--- src/logic/ssvi_pkg.sv ---
// Package of register map, field positions, vectors and states for the vectored interrupt block
package ssvi_pkg;
    localparam logic [7:0] ADDR_CTRL_MAIN = 8'h0b;
    localparam logic [7:0] ADDR_CTRL_AUX = 8'h1e;
    localparam int NUM_SRC = 6;
    // Main control register bits
    localparam int BIT_MASTER = 0;
    localparam int BIT_EXT0_EN = 1;
    localparam int BIT_CMP0_EN = 3;
    localparam int BIT_EXT0_FLAG = 4;
    localparam int BIT_CMP0_FLAG = 6;
    localparam int BIT_TEST = 7;
    // Aux control register bits
    localparam int BIT_TMR0_EN = 0;
    localparam int BIT_ADC_EN = 2;
    localparam int BIT_TMR0_FLAG = 4;
    localparam int BIT_ADC_FLAG = 6;
    localparam logic [7:0] RESET_CTRL = 8'h00;
    localparam logic [7:0] VEC_STEP = 8'h04;
    localparam logic [7:0] VEC_BASE = 8'h04;
    localparam logic [2:0] SRC_NONE = 3'h7;
    typedef enum logic [0:0] {SSVI_IDLE, SSVI_WAIT_ACK} ssvi_state_t;
endpackage

--- src/logic/ssvi_src_if.sv ---
// Interface carrying per-source raw input and event bits between the top and the edge catcher
`timescale 1ns/1ps
`default_nettype none
interface ssvi_src_if;
    logic [5:0] event_pulse;
    logic [5:0] raw_in;
    modport catcher (input raw_in, output event_pulse);
    modport user (output raw_in, input event_pulse);
endinterface
`default_nettype wire

--- src/logic/ssvi_top.sv ---
// Six-source vectored interrupt controller with two control registers
//
// Design decision made here: the strobed register port.
`timescale 1ns/1ps
`default_nettype none
module ssvi_top (
    input wire logic clk,
    input wire logic rst,
    input wire logic [7:0] reg_addr,
    input wire logic [7:0] reg_wdata,
    input wire logic reg_wr,
    input wire logic reg_rd,
    output logic [7:0] reg_rdata,
    input wire logic ext_irq0_n,
    input wire logic ext_irq1_n,
    input wire logic cmp0_out,
    input wire logic tmr0_overflow,
    input wire logic tmr1_overflow,
    input wire logic adc_done,
    input wire logic phase_two_tick,
    input wire logic stack_full,
    input wire logic irq_exit_unmask,
    input wire logic subroutine_exit_plain,
    input wire logic call_ack,
    output logic call_req,
    output logic [7:0] call_vector,
    output logic wake,
    output logic test_mode
);
    ssvi_src_if src_bus ();

    ssvi_edge_catch u_edge (
        .clk(clk),
        .rst(rst),
        .src(src_bus)
    );

    assign src_bus.raw_in = {adc_done, tmr1_overflow, tmr0_overflow, cmp0_out, ext_irq1_n, ext_irq0_n};

    // Register and request state
    logic master_int_enable_r;
    logic master_int_enable_nxt;
    logic [5:0] en_r;
    logic [5:0] en_nxt;
    logic [5:0] flag_r;
    logic [5:0] flag_nxt;
    logic test_r;
    logic test_nxt;
    logic [7:0] rdata_r;
    logic [7:0] rdata_nxt;
    ssvi_pkg::ssvi_state_t state_r;
    ssvi_pkg::ssvi_state_t state_nxt;
    logic [2:0] src_r;
    logic [2:0] src_nxt;
    logic call_req_r;
    logic call_req_nxt;
    logic [7:0] vec_r;
    logic [7:0] vec_nxt;
    logic wake_r;
    logic wake_nxt;

    logic [5:0] pending;
    logic [2:0] winner;
    logic [5:0] clr_onehot;
    logic wr_main;
    logic wr_aux;

    assign wr_main = reg_wr && (reg_addr == ssvi_pkg::ADDR_CTRL_MAIN);
    assign wr_aux = reg_wr && (reg_addr == ssvi_pkg::ADDR_CTRL_AUX);

    // Qualified requests
    assign pending = flag_r & en_r & {ssvi_pkg::NUM_SRC{master_int_enable_r}};

    // Lowest index wins
    always_comb begin
        winner = ssvi_pkg::SRC_NONE;
        for (int i = ssvi_pkg::NUM_SRC - 1; i >= 0; i--) begin
            if (pending[i]) begin
                winner = 3'(i);
            end
        end
    end

    // Sequencer state
    always_comb begin
        state_nxt = state_r;
        src_nxt = src_r;
        call_req_nxt = call_req_r;
        vec_nxt = vec_r;
        clr_onehot = 6'h00;
        case (state_r)
            ssvi_pkg::SSVI_IDLE: begin
                if (phase_two_tick && !stack_full && winner != ssvi_pkg::SRC_NONE) begin
                    state_nxt = ssvi_pkg::SSVI_WAIT_ACK;
                    src_nxt = winner;
                    call_req_nxt = 1'b1;
                    vec_nxt = ssvi_pkg::VEC_BASE + 8'(ssvi_pkg::VEC_STEP * 8'(winner));
                end
            end
            ssvi_pkg::SSVI_WAIT_ACK: begin
                if (call_ack) begin
                    // Core pushes only the program counter then jumps
                    state_nxt = ssvi_pkg::SSVI_IDLE;
                    call_req_nxt = 1'b0;
                    clr_onehot = 6'(6'h01 << src_r);
                end
            end
            default: begin
                state_nxt = ssvi_pkg::SSVI_IDLE;
                call_req_nxt = 1'b0;
            end
        endcase
    end

    // Sequencer registers
    always_ff @(posedge clk or posedge rst) begin
        if (rst) begin
            state_r <= ssvi_pkg::SSVI_IDLE;
            src_r <= 3'h0;
            call_req_r <= 1'b0;
            vec_r <= 8'h00;
        end else begin
            state_r <= state_nxt;
            src_r <= src_nxt;
            call_req_r <= call_req_nxt;
            vec_r <= vec_nxt;
        end
    end

    // Register fields by name
    logic ext0_enable;
    logic ext1_enable;
    logic cmp0_int_enable;
    logic tmr0_int_enable;
    logic tmr1_int_enable;
    logic adc_int_enable;
    logic ext0_req_flag;
    logic ext1_req_flag;
    logic cmp0_req_flag;
    logic tmr0_req_flag;
    logic tmr1_req_flag;
    logic adc_req_flag;

    assign ext0_enable = en_r[0];
    assign ext1_enable = en_r[1];
    assign cmp0_int_enable = en_r[2];
    assign tmr0_int_enable = en_r[3];
    assign tmr1_int_enable = en_r[4];
    assign adc_int_enable = en_r[5];
    assign ext0_req_flag = flag_r[0];
    assign ext1_req_flag = flag_r[1];
    assign cmp0_req_flag = flag_r[2];
    assign tmr0_req_flag = flag_r[3];
    assign tmr1_req_flag = flag_r[4];
    assign adc_req_flag = flag_r[5];

    // Write field decode
    logic wr_master;
    logic wr_test;
    logic [2:0] wr_en_lo;
    logic [2:0] wr_flag_lo;
    logic [2:0] wr_en_hi;
    logic [2:0] wr_flag_hi;
    logic [5:0] flag_wr_sel;
    logic [5:0] flag_wr_val;
    logic [5:0] flag_kept;

    assign wr_master = reg_wdata[ssvi_pkg::BIT_MASTER];
    assign wr_test = reg_wdata[ssvi_pkg::BIT_TEST];
    assign wr_en_lo = reg_wdata[ssvi_pkg::BIT_CMP0_EN:ssvi_pkg::BIT_EXT0_EN];
    assign wr_flag_lo = reg_wdata[ssvi_pkg::BIT_CMP0_FLAG:ssvi_pkg::BIT_EXT0_FLAG];
    assign wr_en_hi = reg_wdata[ssvi_pkg::BIT_ADC_EN:ssvi_pkg::BIT_TMR0_EN];
    assign wr_flag_hi = reg_wdata[ssvi_pkg::BIT_ADC_FLAG:ssvi_pkg::BIT_TMR0_FLAG];
    assign flag_wr_sel = {{3{wr_aux}}, {3{wr_main}}};
    assign flag_wr_val = {wr_flag_hi, wr_flag_lo};

    // Per-source flag: write, then ack clear, then event set
    generate
        for (genvar g = 0; g < ssvi_pkg::NUM_SRC; g++) begin : g_flag
            assign flag_kept[g] = flag_wr_sel[g] ? flag_wr_val[g] : flag_r[g];
            assign flag_nxt[g] = (flag_kept[g] && !clr_onehot[g]) || src_bus.event_pulse[g];
        end
    endgenerate

    // Control register next values
    always_comb begin
        master_int_enable_nxt = master_int_enable_r;
        en_nxt = en_r;
        test_nxt = test_r;
        if (wr_main) begin
            master_int_enable_nxt = wr_master;
            en_nxt[2:0] = wr_en_lo;
            test_nxt = wr_test;
        end
        if (wr_aux) begin
            en_nxt[5:3] = wr_en_hi;
        end
        if (clr_onehot != 6'h00) begin
            master_int_enable_nxt = 1'b0;
        end
        if (irq_exit_unmask) begin
            master_int_enable_nxt = 1'b1;
        end
    end

    // Control register state
    always_ff @(posedge clk or posedge rst) begin
        if (rst) begin
            master_int_enable_r <= 1'b0;
            en_r <= 6'h00;
            flag_r <= 6'h00;
            test_r <= 1'b0;
        end else begin
            master_int_enable_r <= master_int_enable_nxt;
            en_r <= en_nxt;
            flag_r <= flag_nxt;
            test_r <= test_nxt;
        end
    end

    // Read data, zero outside the read slot
    always_comb begin
        rdata_nxt = 8'h00;
        if (reg_rd) begin
            case (reg_addr)
                ssvi_pkg::ADDR_CTRL_MAIN: begin
                    rdata_nxt = {
                        test_r,
                        cmp0_req_flag,
                        ext1_req_flag,
                        ext0_req_flag,
                        cmp0_int_enable,
                        ext1_enable,
                        ext0_enable,
                        master_int_enable_r
                    };
                end
                ssvi_pkg::ADDR_CTRL_AUX: begin
                    rdata_nxt = {
                        1'b0,
                        adc_req_flag,
                        tmr1_req_flag,
                        tmr0_req_flag,
                        1'b0,
                        adc_int_enable,
                        tmr1_int_enable,
                        tmr0_int_enable
                    };
                end
                default: begin
                    rdata_nxt = 8'h00;
                end
            endcase
        end
    end

    // Read data register
    always_ff @(posedge clk or posedge rst) begin
        if (rst) begin
            rdata_r <= ssvi_pkg::RESET_CTRL;
        end else begin
            rdata_r <= rdata_nxt;
        end
    end

    // Any flag wakes a halted device
    always_comb begin
        wake_nxt = |flag_nxt;
    end

    // Wake register
    always_ff @(posedge clk or posedge rst) begin
        if (rst) begin
            wake_r <= 1'b0;
        end else begin
            wake_r <= wake_nxt;
        end
    end

    assign reg_rdata = rdata_r;
    assign call_req = call_req_r;
    assign call_vector = vec_r;
    assign wake = wake_r;
    assign test_mode = test_r;
endmodule
`default_nettype wire

--- src/logic/ssvi_edge_catch.sv ---
// Edge detector turning source levels and pulses into one-cycle events
`timescale 1ns/1ps
`default_nettype none
module ssvi_edge_catch (
    input wire logic clk,
    input wire logic rst,
    ssvi_src_if.catcher src
);
    logic [2:0] prev_r;
    logic [2:0] prev_nxt;
    logic [5:0] ev_r;
    logic [5:0] ev_nxt;

    always_comb begin
        prev_nxt = src.raw_in[2:0];
        // Falling edges on both pins and the comparator, pulses pass through
        ev_nxt = {src.raw_in[5:3], prev_r & ~src.raw_in[2:0]};
    end

    always_ff @(posedge clk or posedge rst) begin
        if (rst) begin
            prev_r <= 3'h7;
            ev_r <= 6'h00;
        end else begin
            prev_r <= prev_nxt;
            ev_r <= ev_nxt;
        end
    end

    assign src.event_pulse = ev_r;
endmodule
`default_nettype wire

--- config.mk ---
export PLATFORM = sky130hd
export DESIGN_NAME = ssvi_top
export DESIGN_NICKNAME = d
export VERILOG_FILES = /design/src/logic/ssvi_pkg.sv /design/src/logic/ssvi_src_if.sv /design/src/logic/ssvi_top.sv /design/src/logic/ssvi_edge_catch.sv
export SDC_FILE = /design/constraint.sdc
export NUM_CORES = 1
export LEC_CHECK = 0
export ABC_AREA = 1
export BUFFER_PORTS_ARGS = -buffer_cell sky130_fd_sc_hd__buf_4
export CAP_MARGIN = 20
export CORE_MARGIN = 4
export CORE_UTILIZATION = 35
export CTS_BUF_LIST = sky130_fd_sc_hd__clkbuf_16
export CTS_CLUSTER_DIAMETER = 120
export DETAILED_ROUTE_END_ITERATION = 8
export SKIP_CTS_REPAIR_TIMING = 1
export SLEW_MARGIN = 20
export SYNTH_ARGS = -nofsm -noshare
export SYNTH_HDL_FRONTEND = slang
export SYNTH_SLANG_ARGS = --single-unit
--- constraint.sdc ---
create_clock -name clk -period 2.8 [get_ports clk]
set_input_delay 0.14 -clock clk [delete_from_list [all_inputs] [get_ports clk]]
set_output_delay 0.14 -clock clk [all_outputs]
set_load 0.02 [all_outputs]
==> reports/metrics.cfg <==
[yosys]
synth_warnings=0
synth_edf_count=0
yosysUniqueCellTypes=26
synth_top_area_share_pct=50.5
synthTopCellsByArea=dfrtp_1, inv_1, nand2_1, nand3_1, dfstp_2
synthArstFlopShare_pct=100
avgSynthCellArea_sq_um=8.53
synth_flop_cell=dfrtp_1
postSynthCellCount=221
yosys.area.top_type=dfrtp_1
synth_area_sq_um=1880
yosysSeqAreaShare_pct=54.6
synth-seq-cells=41

[floorplanning]
dieArea_sq_um=6620
fp.dieH_um=81.4
core_sq_um=5170
die_w_um=81.4
start_util_pct=36.4
io-pin-count=50
row_count=26

[setup_path]
rr_startpoint=master_int_enable_r
r2r_slack_ns=0.49
crit_family=simple AND/OR/NAND/NOR gates
cp.required_ns=2.95
slowest_stage=dfrtp_1
cp_num_buf_inv=3
critPathMaxStageDelay_ns=0.41
arrival_ns=2.46
path_cells=inv_2, o31ai_1, nand3_1, nand3_1, inv_1, ha_1, ha_1, nor2_1, and3_1, inv_1, nand2_1, o21ai_0
crit_path_end_kind=flip-flop
crit_path_max_fanout=8
crit_path_start_kind=flip-flop
r2r-end=call_vector[5]
r2r_cells=12
path_class=flip-flop to flip-flop

[routing]
routed_wl_mm=4.08
drc=0
dr.pass1.iters=4
wire_per_inst_um=11.7
dr.first_iter.drc_count=42
vias=1544
detail-route-antenna-nets=0
post_drt_via_cell_ratio=4.42

[pwr]
p_leak_uw=0.00134
power_uw=1550
ir_drop_mv=0.323
internal-power_uw=1160
switchingPower_uw=392
sw_frac_of_total_pct=25.2
p_seq_share_pct=43.3
power_density_nw_per_um2=617
combPwrFrac_pct=15.9
clock_power_share_pct=40.7

[global_routing]
grt_pass1_wl_mm=6.58
grt_max_degree=29
grt_usage_pct=13.4
antenna_found_initial=0
overflow=0
grt_pass1_vias=1515

[layout]
multiInputGateArea_sq_um=647
finalNetCount=311
n_fill_cell=502
regArea_sq_um=1030
area_growth_pct=33.7
final_area_sq_um=2520
layout-drive-gt1-share_pct=23.7
num_antenna_cells=0

[clock_tree]
clk_path_buf_depth=2
clk_latency_ns=0.28
htreeDepth=2
clk_pin_slew_ns=0.06
cts.sinks=41
cts_tree=yes
root_buffer=clkbuf_16
cts_buffers=5

[placed_design]
place_congestion=0.858
placed_area_sq_um=2290
io_buffers=44
place_hpwl_mm=3.13

[hold_path]
holdPathEnd=test_mode
hold_start=reg_wdata[7]
worstHoldPathCells=3
hold_class=input pin to flip-flop

[sta]
worst_slew_pin_slew_ns=0.509
fin_setup_tns_ns=0
finalCriticalPeriod_ns=2.31
hold_slack_ns=0.0622
rsz0062_at_grt=false
finClkSkew_ns=0.00612
finalHoldViolCount=0
setup_viol=0
relSlewSlack_pct=66.0
fmax_mhz=432
maxSlewViolCount=0
final.period_utilization_pct=82.6

[run]
max-cap-violations=0

[run_status]
outcome=finished, final reports clean

==> flip-flops by register name, indices dropped and copies added (netlist names), 3 cells and up <==
register,flops
call_vector,4
en_r,6
flag_r,6
reg_rdata,8
src_r,3
u_edge.prev_r,3
u_edge.src.event_pulse,6
==> cell families (layout without fill, tap and decap cells) <==
group | Yosys count | in the layout | synth area share [%]
adders and majority gates | 2 | 2 | 1.33
other | 1 | 4 | 0.199
AOI/OAI and AO/OA | 25 | 25 | 8.30
buffers and inverters | 54 | 109 | 11.6
DFF | 41 | 41 | 54.6
and+or+nand+nor | 98 | 98 | 23.9
==> final cells by class <==
type | count | share of cell area (%)
sequential | 41 | 40.9
tap | 70 | 3.48
timing repair buffer | 52 | 16.2
multi-input combinational | 129 | 25.7
inverter | 49 | 7.30
clock inverter | 3 | 1.49
clock buffer | 5 | 4.97
==> worst max path at each step <==
stage / endpoint / slack [ns] / from / cells after the start
after floorplan: call_vector[5] / 0.83 / master_int_enable_r / 13
after global placement: call_vector[5] / 0.51 / master_int_enable_r / 12
after detailed placement: call_vector[5] / 0.49 / master_int_enable_r / 12
after CTS: call_vector[5] / 0.46 / master_int_enable_r / 12
after global routing: call_vector[5] / 0.25 / master_int_enable_r / 12
final: call_vector[5] / 0.49 / master_int_enable_r / 12
==> Yosys cell counts (2+ instances only) <==
cell type and n:
nand2_1 45, dfstp_2 3, nand3_2 2, buf_4 4, dfrtp_1 38, nor2_1 16
ha_1 2, o21ai_0 12, nor2_2 4, o22ai_1 6, nand3_1 16, nand4_1 7
inv_2 2, inv_1 47, nor3_1 6
==> routing by layer <==
layer | vias up | share of wire (%) | GRT usage (%)
li1 | 800 | - | -
met1 | 692 | 45 | 16.5
met2 | 43 | 45 | 21.2
met3 | 9 | 7.2 | 3.66
met4 | 0 | 2.6 | 7.09
met5 | - | 0 | 0
==> layout by cell type (no fill, tap or decap), types with 2 or more instances in the layout <==
| cell type | n |
|---|---|
| o21ai_0 | 12 |
| dfrtp_1 | 38 |
| nor2_1 | 16 |
| o22ai_1 | 6 |
| buf_4 | 45 |
| nand4_1 | 7 |
| inv_1 | 48 |
| nor2_2 | 4 |
| dlygate4sd3_1 | 7 |
| nand3_1 | 16 |
| inv_2 | 2 |
| clkbuf_16 | 5 |
| ha_1 | 2 |
| nor3_1 | 6 |
| nand3_2 | 2 |
| dfstp_2 | 3 |
| conb_1 | 4 |
| nand2_1 | 45 |
==> stage by stage <==
stage | util, % | worst slack, ns | cells
floorplan | - | 0.834 | 224
global placement | 44.2 | 0.506 | 334
detailed placement | 44.2 | 0.487 | 334
CTS | 47.3 | 0.464 | 342
global route | 48.7 | 0.250 | 349
finish | 48.7 | 0.487 | 349
==> tightest hold or removal path: stages <==
cell     delay, ns
buf_4         0.08
nand2_1       0.04
o21ai_0       0.06
==> power by group through the flow <==
| stage | Sequential, uW | Clock (uW) | Combinational [uW] |
|---|---|---|---|
| 6_report | 673 | 633 | 247 |
| 5_1_grt | 678 | 676 | 277 |
| 4_1_cts | 672 | 645 | 244 |
| 3_5_place_dp | 683 | 0 | 243 |
| 3_3_place_gp | 682 | 0 | 239 |
| 2_1_floorplan | 697 | 0 | 132 |
(Power assumes the default switching activity.)
